**src/hdl/branch_unit_regs.svh**
```systemverilog
// offsets, fields, codes and timing counts of the conditional short branch unit
// Notes on behaviour
// - taken branch adds sign-extended byte offset to instruction pointer
// - each branch is two bytes; target within about 127 bytes, same segment
// - overflow branch jumps when overflow set; 14 clocks taken, 4 not
// - no-overflow branch jumps when overflow clear; 14 taken, 4 not
// - carry-set / unsigned-below branch jumps on carry set; 14 or 4 clocks
// - carry-clear / not-below branch jumps on carry clear; 14 or 4 clocks
// - equal / zero branch jumps when zero flag set; 14 or 4 clocks
// - unequal / nonzero branch jumps when zero flag clear; 14 or 4 clocks
// - not-above branch jumps when carry or zero set; 14 or 4 clocks
// - above branch jumps when carry and zero both clear; 14 or 4 clocks
// - negative branch jumps when sign set; 14 or 4 clocks
// - positive branch jumps when sign clear; 14 or 4 clocks
// - even-parity branch jumps when parity set; 14 or 4 clocks
// - odd-parity branch jumps when parity clear; 14 or 4 clocks
// - signed less jumps when sign xor overflow set; 14 or 4 clocks
// - signed greater-or-equal jumps when sign xor overflow clear; 14 or 4
// - signed less-or-equal jumps when (sign xor overflow) or zero set
// - signed greater jumps when (sign xor overflow) or zero clear
// - branch not taken leaves pointer at the following instruction
// - loop-unequal decrements count; jumps if count nonzero and zero clear
// - loop-equal decrements count; jumps if count nonzero and zero set
// - plain loop decrements count; jumps if nonzero; 13 taken, 5 not
`ifndef BRANCH_UNIT_REGS_SVH
`define BRANCH_UNIT_REGS_SVH

// ----------------------------------------------------------------
// register byte offsets
// ----------------------------------------------------------------
`define OFS_FLAGS 12'h000
`define OFS_IPTR 12'h004
`define OFS_COUNT 12'h008
`define OFS_EXEC 12'h00c
`define OFS_STATUS 12'h010

// ----------------------------------------------------------------
// flag register bit positions
// ----------------------------------------------------------------
`define FLG_CARRY 0
`define FLG_ZERO 1
`define FLG_SIGN 2
`define FLG_OFL 3
`define FLG_PARITY 4
`define FLG_W 5

// ----------------------------------------------------------------
// exec register fields, status fields
// ----------------------------------------------------------------
`define EXEC_OP_LSB 0
`define EXEC_OP_MSB 4
`define EXEC_DISP_LSB 8
`define EXEC_DISP_MSB 15
`define STS_BUSY 0
`define STS_TAKEN 1
`define STS_CLK_LSB 8
`define STS_CLK_MSB 15

// ----------------------------------------------------------------
// operation codes
// ----------------------------------------------------------------
`define OP_OFL 5'h00
`define OP_NO_OFL 5'h01
`define OP_CARRY_SET 5'h02
`define OP_CARRY_CLEAR 5'h03
`define OP_EQUAL 5'h04
`define OP_UNEQUAL 5'h05
`define OP_NOT_ABOVE 5'h06
`define OP_ABOVE 5'h07
`define OP_NEGATIVE 5'h08
`define OP_POSITIVE 5'h09
`define OP_EVEN_PAR 5'h0a
`define OP_ODD_PAR 5'h0b
`define OP_SIGNED_LESS 5'h0c
`define OP_SIGNED_GE 5'h0d
`define OP_SIGNED_LE 5'h0e
`define OP_SIGNED_GT 5'h0f
`define OP_LOOP_UNEQUAL 5'h10
`define OP_LOOP_EQUAL 5'h11
`define OP_LOOP_NONZERO 5'h12

// ----------------------------------------------------------------
// execution times in processor clocks, sizes, reset values
// ----------------------------------------------------------------
`define CLK_COND_TAKEN 8'h0e
`define CLK_COND_NOT 8'h04
`define CLK_LOOP_TAKEN 8'h0d
`define CLK_LOOP_NOT 8'h05
`define INSN_BYTES 16'h0002
`define RST_FLAGS 5'h00
`define RST_IPTR 16'h0000
`define RST_COUNT 16'h0000

`endif

```
**src/hdl/branch_unit_pkg.sv**
```systemverilog
// types of the conditional short branch unit
package branch_unit_pkg;

  typedef enum logic {
    EX_IDLE,
    EX_RUN
  } exec_st_t;

  typedef struct packed {
    exec_st_t ex_st;
    logic [7:0] remain;
    logic [4:0] flags;
    logic [15:0] ip;
    logic [15:0] count;
    logic taken;
    logic [7:0] last_clk;
    logic ack;
    logic slverr;
    logic [31:0] rdata;
  } unit_state_t;

endpackage

```
**src/hdl/conditional_short_branch_unit.sv**
```systemverilog
// condition test, pointer update and timing for short conditional branches
`timescale 1ns/1ns
`default_nettype none
`include "branch_unit_regs.svh"

module conditional_short_branch_unit (
  input wire logic CLK_SYS_I,
  input wire logic RESETN_I,
  input wire logic PSEL_I,
  input wire logic PENABLE_I,
  input wire logic PWRITE_I,
  input wire logic [11:0] PADDR_I,
  input wire logic [31:0] PWDATA_I,
  output logic [31:0] PRDATA_O,
  output logic PREADY_O,
  output logic PSLVERR_O
);

  // ----------------------------------------------------------------
  // helpers
  // ----------------------------------------------------------------
  function automatic logic [15:0] sext8(input logic [7:0] d);
    sext8 = {{8{d[7]}}, d};
  endfunction

  function automatic logic is_loop(input logic [4:0] op);
    is_loop = (op == `OP_LOOP_UNEQUAL) ||
              (op == `OP_LOOP_EQUAL) ||
              (op == `OP_LOOP_NONZERO);
  endfunction

  function automatic logic op_valid(input logic [4:0] op);
    op_valid = (op <= `OP_LOOP_NONZERO);
  endfunction

  // cnt is the count after its decrement
  function automatic logic cond_met(
    input logic [4:0] op,
    input logic [4:0] f,
    input logic [15:0] cnt
  );
    logic c;
    logic z;
    logic s;
    logic v;
    logic p;
    logic nz;
    c = f[`FLG_CARRY];
    z = f[`FLG_ZERO];
    s = f[`FLG_SIGN];
    v = f[`FLG_OFL];
    p = f[`FLG_PARITY];
    nz = (cnt != 16'h0000);
    case (op)
      `OP_OFL: cond_met = v;
      `OP_NO_OFL: cond_met = !v;
      `OP_CARRY_SET: cond_met = c;
      `OP_CARRY_CLEAR: cond_met = !c;
      `OP_EQUAL: cond_met = z;
      `OP_UNEQUAL: cond_met = !z;
      `OP_NOT_ABOVE: cond_met = c | z;
      `OP_ABOVE: cond_met = !(c | z);
      `OP_NEGATIVE: cond_met = s;
      `OP_POSITIVE: cond_met = !s;
      `OP_EVEN_PAR: cond_met = p;
      `OP_ODD_PAR: cond_met = !p;
      `OP_SIGNED_LESS: cond_met = s ^ v;
      `OP_SIGNED_GE: cond_met = !(s ^ v);
      `OP_SIGNED_LE: cond_met = (s ^ v) | z;
      `OP_SIGNED_GT: cond_met = !((s ^ v) | z);
      `OP_LOOP_UNEQUAL: cond_met = nz & !z;
      `OP_LOOP_EQUAL: cond_met = nz & z;
      `OP_LOOP_NONZERO: cond_met = nz;
      default: cond_met = 1'b0;
    endcase
  endfunction

  function automatic logic [7:0] exec_clocks(
    input logic [4:0] op,
    input logic met
  );
    if (op == `OP_LOOP_NONZERO) begin
      exec_clocks = met ? `CLK_LOOP_TAKEN : `CLK_LOOP_NOT;
    end else if (is_loop(op)) begin
      exec_clocks = met ? `CLK_COND_TAKEN : `CLK_LOOP_NOT;
    end else begin
      exec_clocks = met ? `CLK_COND_TAKEN : `CLK_COND_NOT;
    end
  endfunction

  // ----------------------------------------------------------------
  // state
  // ----------------------------------------------------------------
  branch_unit_pkg::unit_state_t st_reg;
  branch_unit_pkg::unit_state_t st_next;

  logic access;
  logic wr_take;
  logic busy;
  logic [4:0] op_w;
  logic [7:0] disp_w;
  logic [15:0] cnt_dec;
  logic met_w;
  logic launch;
  logic refuse;

  assign access = PSEL_I && PENABLE_I;
  // writes take effect only at the edge where the answer is given
  assign wr_take = access && st_reg.ack && PWRITE_I;
  assign busy = (st_reg.ex_st == branch_unit_pkg::EX_RUN);
  assign op_w = PWDATA_I[`EXEC_OP_MSB:`EXEC_OP_LSB];
  assign disp_w = PWDATA_I[`EXEC_DISP_MSB:`EXEC_DISP_LSB];
  assign cnt_dec = is_loop(op_w) ? st_reg.count - 16'h0001 : st_reg.count;
  assign met_w = cond_met(op_w, st_reg.flags, cnt_dec);

  // state is frozen during execution so the result stays consistent
  always_comb begin
    refuse = 1'b0;
    if (PWRITE_I) begin
      case (PADDR_I)
        `OFS_FLAGS: refuse = busy;
        `OFS_IPTR: refuse = busy;
        `OFS_COUNT: refuse = busy;
        `OFS_EXEC: refuse = busy || !op_valid(op_w);
        default: refuse = 1'b1;
      endcase
    end else begin
      case (PADDR_I)
        `OFS_FLAGS: refuse = 1'b0;
        `OFS_IPTR: refuse = 1'b0;
        `OFS_COUNT: refuse = 1'b0;
        `OFS_EXEC: refuse = 1'b0;
        `OFS_STATUS: refuse = 1'b0;
        default: refuse = 1'b1;
      endcase
    end
  end

  // the verdict latched at the first access edge decides: busy may end before the answer edge
  assign launch = wr_take && !st_reg.slverr && (PADDR_I == `OFS_EXEC);

  always_comb begin
    st_next = st_reg;
    // one wait state: read data is captured before the answer
    st_next.ack = access && !st_reg.ack;
    if (access && !st_reg.ack) begin
      st_next.slverr = refuse;
      st_next.rdata = 32'h0000_0000;
      if (!PWRITE_I) begin
        case (PADDR_I)
          `OFS_FLAGS: st_next.rdata[`FLG_W-1:0] = st_reg.flags;
          `OFS_IPTR: st_next.rdata[15:0] = st_reg.ip;
          `OFS_COUNT: st_next.rdata[15:0] = st_reg.count;
          `OFS_STATUS: begin
            st_next.rdata[`STS_BUSY] = busy;
            st_next.rdata[`STS_TAKEN] = st_reg.taken;
            st_next.rdata[`STS_CLK_MSB:`STS_CLK_LSB] = st_reg.last_clk;
          end
          default: st_next.rdata = 32'h0000_0000;
        endcase
      end
    end
    case (st_reg.ex_st)
      branch_unit_pkg::EX_IDLE: begin
        if (wr_take && !st_reg.slverr) begin
          case (PADDR_I)
            `OFS_FLAGS: st_next.flags = PWDATA_I[`FLG_W-1:0];
            `OFS_IPTR: st_next.ip = PWDATA_I[15:0];
            `OFS_COUNT: st_next.count = PWDATA_I[15:0];
            default: st_next.flags = st_reg.flags;
          endcase
        end
        if (launch) begin
          // flags are never written by execution
          st_next.count = cnt_dec;
          if (met_w) begin
            st_next.ip = st_reg.ip + `INSN_BYTES + sext8(disp_w);
          end else begin
            st_next.ip = st_reg.ip + `INSN_BYTES;
          end
          st_next.taken = met_w;
          st_next.last_clk = exec_clocks(op_w, met_w);
          st_next.remain = exec_clocks(op_w, met_w) - 8'h01;
          st_next.ex_st = branch_unit_pkg::EX_RUN;
        end
      end
      branch_unit_pkg::EX_RUN: begin
        // busy spans exactly the instruction's clock count
        if (st_reg.remain == 8'h00) begin
          st_next.ex_st = branch_unit_pkg::EX_IDLE;
        end else begin
          st_next.remain = st_reg.remain - 8'h01;
        end
      end
      default: st_next.ex_st = branch_unit_pkg::EX_IDLE;
    endcase
  end

  always_ff @(posedge CLK_SYS_I or negedge RESETN_I) begin
    if (!RESETN_I) begin
      st_reg.ex_st <= branch_unit_pkg::EX_IDLE;
      st_reg.remain <= 8'h00;
      st_reg.flags <= `RST_FLAGS;
      st_reg.ip <= `RST_IPTR;
      st_reg.count <= `RST_COUNT;
      st_reg.taken <= 1'b0;
      st_reg.last_clk <= 8'h00;
      st_reg.ack <= 1'b0;
      st_reg.slverr <= 1'b0;
      st_reg.rdata <= 32'h0000_0000;
    end else begin
      st_reg <= st_next;
    end
  end

  assign PRDATA_O = st_reg.rdata;
  assign PREADY_O = st_reg.ack;
  assign PSLVERR_O = st_reg.ack && st_reg.slverr;
endmodule
`default_nettype wire

```
**config.mk**
```make
export PLATFORM = sky130hd
export DESIGN_NAME = conditional_short_branch_unit
export DESIGN_NICKNAME = d
export VERILOG_FILES = /design/src/hdl/branch_unit_pkg.sv /design/src/hdl/conditional_short_branch_unit.sv
export VERILOG_INCLUDE_DIRS = /design/src /design/src/hdl
export SDC_FILE = /design/constraint.sdc
export NUM_CORES = 1
export LEC_CHECK = 0
export ABC_AREA = 0
export BUFFER_PORTS_ARGS = -buffer_cell sky130_fd_sc_hd__clkbuf_2
export CORE_ASPECT_RATIO = 1.5
export CORE_MARGIN = 5
export CORE_UTILIZATION = 50
export DETAILED_ROUTE_END_ITERATION = 12
export MAX_ROUTING_LAYER = met4
export PLACE_DENSITY = 0.77
export RECOVER_POWER = 100
export SYNTH_ARGS = -nofsm -noshare
export SYNTH_HDL_FRONTEND = slang
export SYNTH_SLANG_ARGS = --single-unit
```
**constraint.sdc**
```tcl
create_clock -name CLK_SYS_I -period 8 [get_ports CLK_SYS_I]
set_input_delay 0.4 -clock CLK_SYS_I [delete_from_list [all_inputs] [get_ports CLK_SYS_I]]
set_output_delay 0.4 -clock CLK_SYS_I [all_outputs]
set_load 0.02 [all_outputs]
```
==> results.yml, run 1 <==
place:
  dpl.hpwl_microns: 12700
  post_dp_cell_area_sq_um: 5590
  port_buffers: 50
  gp_congestion: 0.945
  place_inst: 810
  dp_slack_ps: 4000
cts:
  cts_sinks: 68
  htree_levels: 3
  postCtsHoldBufs: 0
  cts_tree: "done"
  clock_latency_ps: 340
  clock-root-buffer: "clkbuf_16"
  clockBufferDepth: 2
  cts_resized: 0
  numCtsBuffers: 9
  cts_setup_buffers: 0
  cts.reportedPaths.clkPinSlew_ps: 60
power:
  p_int_mw: 0.609
  vdd_drop_max_mv: 0.0860
  p_total_mw: 0.819
  swShare_pct: 25.6
  pwr-share-seq_pct: 42.4
  p_leak_nw: 2.48
  combPwrFrac_pct: 10.0
  p_clk_share_pct: 47.6
  p_switching_mw: 0.209
  power_density_nw_per_um2: 141
logic_synthesis:
  netlist_instances: 668
  synth-edff-count: 0
  ys_warn_count: 0
  synth_ff_type: "dfrtp_1"
  synth_top_area_cell: "dfrtp_1"
  netlist-cell-type-count: 77
  yosysSeqAreaShare_pct: 31.0
  synth_top_cells_by_count: "72 x nand2_1, 68 x dfrtp_1, 51 x o21ai_0"
  syn_area_sq_um: 5490
  yosysTopAreaCellShare_pct: 31.0
  yosysMostFrequentCell: "nand2_1"
  ys_ff_latch: 68
  synthArstFlopShare_pct: 100
  synth.avg_cell_area_sq_um: 8.22
  synth_area_leaders: "dfrtp_1 31%, nand2_1 4.9%, o21ai_0 4.6%"
route:
  vias: 5270
  drt_wl_total_microns: 16700
  post_drt_wl_per_cell_microns: 20.2
  drtAntennaViolNets: 0
  via_per_inst: 6.38
  drtIter0Drc: 406
  dr.pass1.iters: 6
  drc: 0
final_layout:
  finalNetCount: 742
  largest_register_ff_count: 50
  final_util_pct: 53.5
  syn2layout_area_growth_pct: 5.94
  antenna_cells: 0
  nFillCells: 1060
  drive_gt1_share_pct: 10.9
  final_area_sq_um: 5820
  layoutNonFillerInstCount: 826
worst_setup_path:
  path_cells: "inv_1 -> ha_1 -> nor3b_1 -> xnor2_1 -> o32ai_1 -> o2111ai_1 -> o31ai_1 -> nand3_1 -> o221ai_1 -> a211oi_2"
  crit_path_end_kind: "register"
  required_ps: 8220
  reg2reg_slack_ps: 3240
  cp_data_arrival_time_ps: 4980
  crit_family: "compound AO/OA/AOI/OAI gates"
  cp_slowest_cell: "o31ai_1"
  max_stage_delay_ps: 1340
  path_class: "reg2reg"
  worstPathMaxFanout: 12
  critical_path.n_buffers_inverters: 1
  start_kind: "register"
die:
  pin_count: 83
  initial_core_util_pct: 50.5
  core_sq_um: 10900
  die_h_microns: 138
  rows: 47
  dieWidth_microns: 95.6
  dieArea_sq_um: 13200
timing:
  period_needed_ps: 4760
  rsz0062_at_grt: "false"
  slew_headroom_pct: -149
  tightest_slew_ps: 3730
  maxClockFrequency_mhz: 210
  hold_slack_ps: 357
  finalMaxSlewViolations: 100
  setup_tns_ps: 0
  hold_viol: 0
  setup_viol: 0
  worst_slack_ps: 3240
  fin_crit_sh_pct: 59.5
  finalClockSkew_ps: 5.06
outcome:
  violations: "capacitance limit, slew limit"
  status: "complete, but fails checks"
job:
  max_cap_violations: 4
min_path:
  hp-class: "in2reg"
grt:
  grt_use_total_pct: 26.3
  antenna_found_initial: 0
  grt_first_pass_wirelength_microns: 26600
  grt_pass1_vias: 5247
  grt_max_degree: 69
  grt_remaining_overflow: 0
[worst reg2reg max path, delay by kind of cell, from the launching register on]
family,cells,cell delay (ps)
buffers and inverters,1,120
XOR/XNOR,1,120
adder cells (fa/ha/maj),1,420
AND/OR/NAND/NOR,2,1110
flip-flops,1,470
AO/OA/AOI/OAI,5,2400
[worst paths after layout]
check                            start     endpoint  cells past startpoint
setup / recovery            st_reg[43]   st_reg[74]                     10
hold / removal                PWRITE_I   st_reg[32]                      3
setup reg to reg            st_reg[43]   st_reg[74]                     10
hold reg to reg            PRDATA_O[5]  PRDATA_O[5]                      2
max in group asynchronous     RESETN_I  PRDATA_O[3]                      2
min in group asynchronous     RESETN_I   st_reg[86]                      2
[layer usage]
metal  vias to the layer above  track usage [%]  share of wire [%]
met3                        58             4.18                6.4
met4                         0             15.1                5.4
met1                      2528             29.5                 37
met2                       247             43.4                 51
li1                       2437                -                  -
met5                         -                -                  0
[power by group through the flow]
stage               logic (mW)  clock network (mW)  registers (mW)
floorplan               0.0572                   0           0.353
global placement        0.0807                   0           0.353
detailed placement      0.0826                   0           0.353
CTS                     0.0828               0.392           0.347
global route            0.0902               0.407           0.347
finish                  0.0821               0.390           0.347
[placed cells by master, fill, tap and decap left out, drive strengths merged, types with 5 or more instances in the layout]
cell,instances
inv,16
xor2,13
conb,16
nand3,20
a22oi,10
dfrtp,68
ha,18
nand2,72
nor3b,5
mux2i,6
o31ai,14
o211ai,6
a21o,8
a22o,6
mux2,6
a31oi,15
xnor2,20
and3,11
o21ai,56
clkbuf,61
a21oi,38
nand4,14
nor4,10
or3,7
nand2b,5
nor3,11
a222oi,6
o21a,6
nor2,47
or2,7
a211oi,13
[kinds of logic (layout without fill, tap and decap cells)]
logic type | Yosys count | after routing | share of synthesized area (%)
AO/OA/AOI/OAI | 217 | 217 | 27.0
XOR/XNOR | 33 | 33 | 5.26
adder cells (fa/ha/maj) | 19 | 19 | 4.46
buffers and inverters | 89 | 85 | 8.79
flip-flops | 68 | 68 | 31.0
multiplexers | 12 | 12 | 2.32
other | 1 | 16 | 0.0683
AND/OR/NAND/NOR | 229 | 229 | 21.1
[final cells by class]
cell class / count / area (sq um) / area share, %
Inverter: 16 / 60.1 / 1.03
Clock inverter: 5 / 52.6 / 0.903
Clock buffer: 11 / 233 / 4.00
Timing Repair Buffer: 53 / 246 / 4.23
Tap cell: 147 / 184 / 3.16
Sequential cell: 68 / 1700 / 29.2
Multi-Input combinational cell: 526 / 3340 / 57.4
(Power assumes the default switching activity.)
==> run 2, diff against run 1 <==
- clock period: 8 -> 4.5 ns (I/O delays scaled with it)
==> run 2 against run 1 <==
Compared with the run above: design area is 0.99% higher; critical endpoint is now st_reg[80]; sequential share of layout area is 0.29 points lower; setup slack worse by 2700 ps; cell count is 0.61% higher; non-clock buffer count is 5 higher; count of clock-buffer cells in the layout is 1 higher; the run still ends with capacitance limit, slew limit left; sequential cell count stayed put; wire length is 1.5% higher.
==> results.yml, run 2 (synthesis gave the netlist of run 1 again) <==
timing:
  rsz0062_at_grt: "false"
  finalMaxSlewViolations: 33
  setup_viol: 0
  period_needed_ps: 3930
  hold_viol: 0
  tightest_slew_ps: 1700
  maxClockFrequency_mhz: 254
  finalClockSkew_ps: 7.20
  slew_headroom_pct: -16.0
  setup_tns_ps: 0
  fin_crit_sh_pct: 87.4
  worst_slack_ps: 567
route:
  drtIter0Drc: 588
  dr.pass1.iters: 6
  vias: 5348
  drt_wl_total_microns: 17000
  post_drt_wl_per_cell_microns: 20.4
  via_per_inst: 6.44
  drc: 0
  drtAntennaViolNets: 0
die:
  pin_count: 83
  dieArea_sq_um: 13200
  rows: 47
  core_sq_um: 10900
  dieWidth_microns: 95.6
  die_h_microns: 138
  initial_core_util_pct: 50.5
worst_setup_path:
  cp_data_arrival_time_ps: 4150
  worstPathMaxFanout: 12
  path_class: "reg2reg"
  cp_slowest_cell: "nor3_2"
  critical_path.n_buffers_inverters: 0
  crit_family: "simple AND/OR/NAND/NOR gates"
  crit_top_cell: "o31a_1"
  max_stage_delay_ps: 810
  path_cells: "or4b_1 -> nor2_1 -> nand2_1 -> o31a_1 -> o31a_2 -> nor3_2 -> a21boi_0 -> o31a_1"
  required_ps: 4720
  crit_path_end_kind: "register"
  start_kind: "register"
final_layout:
  nFillCells: 1060
  layout_commonest_cell: "nand2_1"
  most-common-layout-cells: "72 x nand2_1, 68 x dfrtp_1, 55 x o21ai_0"
  antenna_cells: 0
  final_area_sq_um: 5880
  finalNetCount: 747
  syn2layout_area_growth_pct: 6.99
  drive_gt1_share_pct: 11.4
  largest_register_ff_count: 50
  layoutNonFillerInstCount: 831
grt:
  grt_use_total_pct: 26.9
  grt_max_degree: 43
  grt_pass1_vias: 5368
  grt_first_pass_wirelength_microns: 27200
  antenna_found_initial: 0
  grt_remaining_overflow: 0
place:
  post_dp_cell_area_sq_um: 5620
  place_inst: 814
  port_buffers: 50
  dp_slack_ps: 828
  dpl.hpwl_microns: 12800
  gp_congestion: 0.979
cts:
  clock_latency_ps: 340
  cts.reportedPaths.clkPinSlew_ps: 50
  numCtsBuffers: 9
  clock-root-buffer: "clkbuf_16"
  cts_sinks: 68
  htree_levels: 3
  cts_setup_buffers: 0
  cts_resized: 0
  postCtsHoldBufs: 1
  cts_tree: "done"
  clockBufferDepth: 2
power:
  vdd_drop_max_mv: 0.147
  power_density_nw_per_um2: 253
  p_leak_nw: 2.51
outcome:
  violations: "capacitance limit, slew limit"
  status: "complete, but fails checks"
job:
  max_cap_violations: 2
min_path:
  hp-class: "in2reg"
run 2: power by group:
part | internal (mW) | leakage, nW | switching, mW
logic | 0.0445 | 1.46 | 0.105
clock network | 0.457 | 0.149 | 0.267
registers | 0.614 | 0.905 | 0.00236
run 2: routing by layer:
metal	vias to the layer above	global-route usage (%)	share of wire [%]
li1	2455	-	-
met1	2565	31.3	38
met2	261	42.6	49
met3	67	3.59	6.2
met4	0	17.3	6.5
met5	-	-	0
run 2: worst register-to-register path: cells and delay by family (launching register included):
kind / cells / cell delay, ps
compound gates: 4 / 1330
flops: 1 / 480
simple gates: 4 / 2000
run 2: final cells by class:
| cell class | count | area, sq um | area share (%) |
|---|---|---|---|
| multi-input cells | 526 | 3350 | 56.9 |
| clock buffers | 12 | 256 | 4.36 |
| repair buffers | 58 | 283 | 4.81 |
| clock inverters | 4 | 47.5 | 0.809 |
| well taps | 147 | 184 | 3.13 |
| flip-flops and latches | 68 | 1700 | 28.9 |
| inverters | 16 | 60.1 | 1.02 |
run 2: path summary, 6_finish.rpt:
check,start,slack (ps),to,depth (start not counted)
max,st_reg[46],570,st_reg[80],8
min,PWRITE_I,220,st_reg[32],3
max in group asynchronous,RESETN_I,1910,st_reg[61],3
max reg2reg,st_reg[46],570,st_reg[80],8
min in group asynchronous,RESETN_I,820,PRDATA_O[7],2
min reg2reg,PRDATA_O[0],480,PRDATA_O[0],1
run 2: metrics by stage:
stage | hold WS, ps | util, % | total power [mW]
2_1_floorplan | -70.6 | - | 0.729
3_3_place_gp | 280 | 51.6 | 0.771
3_5_place_dp | 288 | 51.6 | 0.775
4_1_cts | 214 | 54.5 | 1.49
5_1_grt | 231 | 54.0 | 1.54
6_report | 222 | 54.0 | 1.49
==> run 3, diff against run 2 <==
--- a/config.mk
+++ b/config.mk
@@ -9,3 +9,3 @@
 export ABC_AREA = 0
-export BUFFER_PORTS_ARGS = -buffer_cell sky130_fd_sc_hd__clkbuf_2
+export BUFFER_PORTS_ARGS = -buffer_cell sky130_fd_sc_hd__buf_2
 export CORE_ASPECT_RATIO = 1.5
==> constraint.sdc (replaced) <==
create_clock -name CLK_SYS_I -period 4.5 [get_ports CLK_SYS_I]
set_input_delay 0.9 -clock CLK_SYS_I [delete_from_list [all_inputs] [get_ports CLK_SYS_I]]
set_output_delay 0.9 -clock CLK_SYS_I [all_outputs]
set_load 0.02 [all_outputs]
==> run 3 against run 2 <==
Compared with the run above: the run still ends with capacitance limit, slew limit left; non-clock buffer count rose by 7; critical path depth grew 1; register-to-register slack about the same; utilization is 0.10 points higher.
==> results.yml, run 3 (synthesis gave the netlist of run 1 again) <==
timing:
  finalMaxSlewViolations: 45
  worst_slack_ps: 372
  rsz0062_at_grt: "false"
  slew_headroom_pct: -39.8
  tightest_slew_ps: 2100
  maxClockFrequency_mhz: 242
  setup_viol: 0
  setup_tns_ps: 0
  hold_viol: 0
  finalClockSkew_ps: 5.49
  fin_crit_sh_pct: 91.7
  period_needed_ps: 4130
place:
  dpl.hpwl_microns: 13100
  dp_slack_ps: 271
  port_buffers: 50
  gp_congestion: 0.983
die:
  pin_count: 83
  die_h_microns: 138
  core_sq_um: 10900
  rows: 47
  initial_core_util_pct: 50.5
  dieWidth_microns: 95.6
  dieArea_sq_um: 13200
final_layout:
  largest_register_ff_count: 50
  syn2layout_area_growth_pct: 7.20
  drive_gt1_share_pct: 11.2
  antenna_cells: 0
  nFillCells: 1029
  most-common-layout-cells: "72 x nand2_1, 68 x dfrtp_1, 55 x o21ai_0"
  finalNetCount: 754
  layout_commonest_cell: "nand2_1"
route:
  drtAntennaViolNets: 0
  vias: 5406
  drtIter0Drc: 589
  post_drt_wl_per_cell_microns: 20.3
  drt_wl_total_microns: 17000
  via_per_inst: 6.46
  dr.pass1.iters: 6
  drc: 0
cts:
  cts_sinks: 68
  cts.reportedPaths.clkPinSlew_ps: 60
  cts_setup_buffers: 0
  clock-root-buffer: "clkbuf_16"
  cts_resized: 0
  cts_tree: "done"
  numCtsBuffers: 9
  htree_levels: 3
  clockBufferDepth: 2
  postCtsHoldBufs: 0
  clock_latency_ps: 340
outcome:
  violations: "capacitance limit, slew limit"
  status: "complete, but fails checks"
grt:
  grt_use_total_pct: 26.9
  antenna_found_initial: 0
  gr-max-usage-layer: "met2"
  grt_pass1_vias: 5287
  gr-usage-met1_pct: 30.7
  grt_max_degree: 40
  grtUsageMet3_pct: 3.75
  grt_first_pass_wirelength_microns: 27200
  use_met2_pct: 44.6
  grt_remaining_overflow: 0
worst_setup_path:
  worstPathMaxFanout: 12
  path_class: "in2reg"
  required_ps: 4720
  cp_data_arrival_time_ps: 4350
  crit_path_end_kind: "register"
  start_kind: "input port"
job:
  max_cap_violations: 2
power:
  vdd_drop_max_mv: 0.123
  p_leak_nw: 2.50
  power_density_nw_per_um2: 249
min_path:
  hp-class: "reg2reg"
## run 3: critical path: stages
cell and delay (ps):
buf_2 190, or4b_1 560, nor2_1 370, nand2_1 230
o31a_1 320, o31a_2 430, nor3_2 780, a21boi_0 280
o31a_1 290
## run 3: worst paths after layout
path,startpoint,end,slack [ps],depth (start not counted)
min reg2reg,PRDATA_O[0],PRDATA_O[0],480,1
min in group asynchronous,RESETN_I,st_reg[86],1170,1
max in group asynchronous,RESETN_I,st_reg[43],1600,2
min,PRDATA_O[0],PRDATA_O[0],480,1
max reg2reg,st_reg[45],st_reg[80],570,8
max,PWDATA_I[4],st_reg[80],370,9
## run 3: routing by layer
metal / up-vias / routed length, microns
met5: - / 0
met1: 2560 / 6340
met3: 82 / 1040
li1: 2474 / -
met4: 0 / 871
met2: 290 / 8780
## run 3: cell type report
| type | count | area [sq um] | share of cell area (%) |
|---|---|---|---|
| clock buffers | 10 | 239 | 4.06 |
| clock inverters | 5 | 52.6 | 0.892 |
| inverters | 16 | 60.1 | 1.02 |
| multi-input cells | 526 | 3350 | 56.9 |
| flip-flops and latches | 68 | 1700 | 28.9 |
| well taps | 147 | 184 | 3.12 |
| repair buffers | 65 | 304 | 5.16 |
## run 3: report_power, final
group	switching, mW	internal [mW]	total, mW
combinational	0.104	0.0444	0.149
clock	0.262	0.437	0.700
sequential	0.00269	0.614	0.617
## run 3: per-stage QoR
stage / instances / power, mW / instance area, sq um / hold WS [ps] / utilization (%)
6_report: 837 / 1.47 / 5890 / 478 / 54.1
5_1_grt: 837 / 1.51 / 5890 / 509 / 54.1
4_1_cts: 837 / 1.47 / 5970 / 477 / 54.8
3_5_place_dp: 822 / 0.777 / 5680 / 456 / 52.2
3_3_place_gp: 822 / 0.772 / 5680 / 456 / 52.2
2_1_floorplan: 683 / 0.729 / 5550 / 435 / -
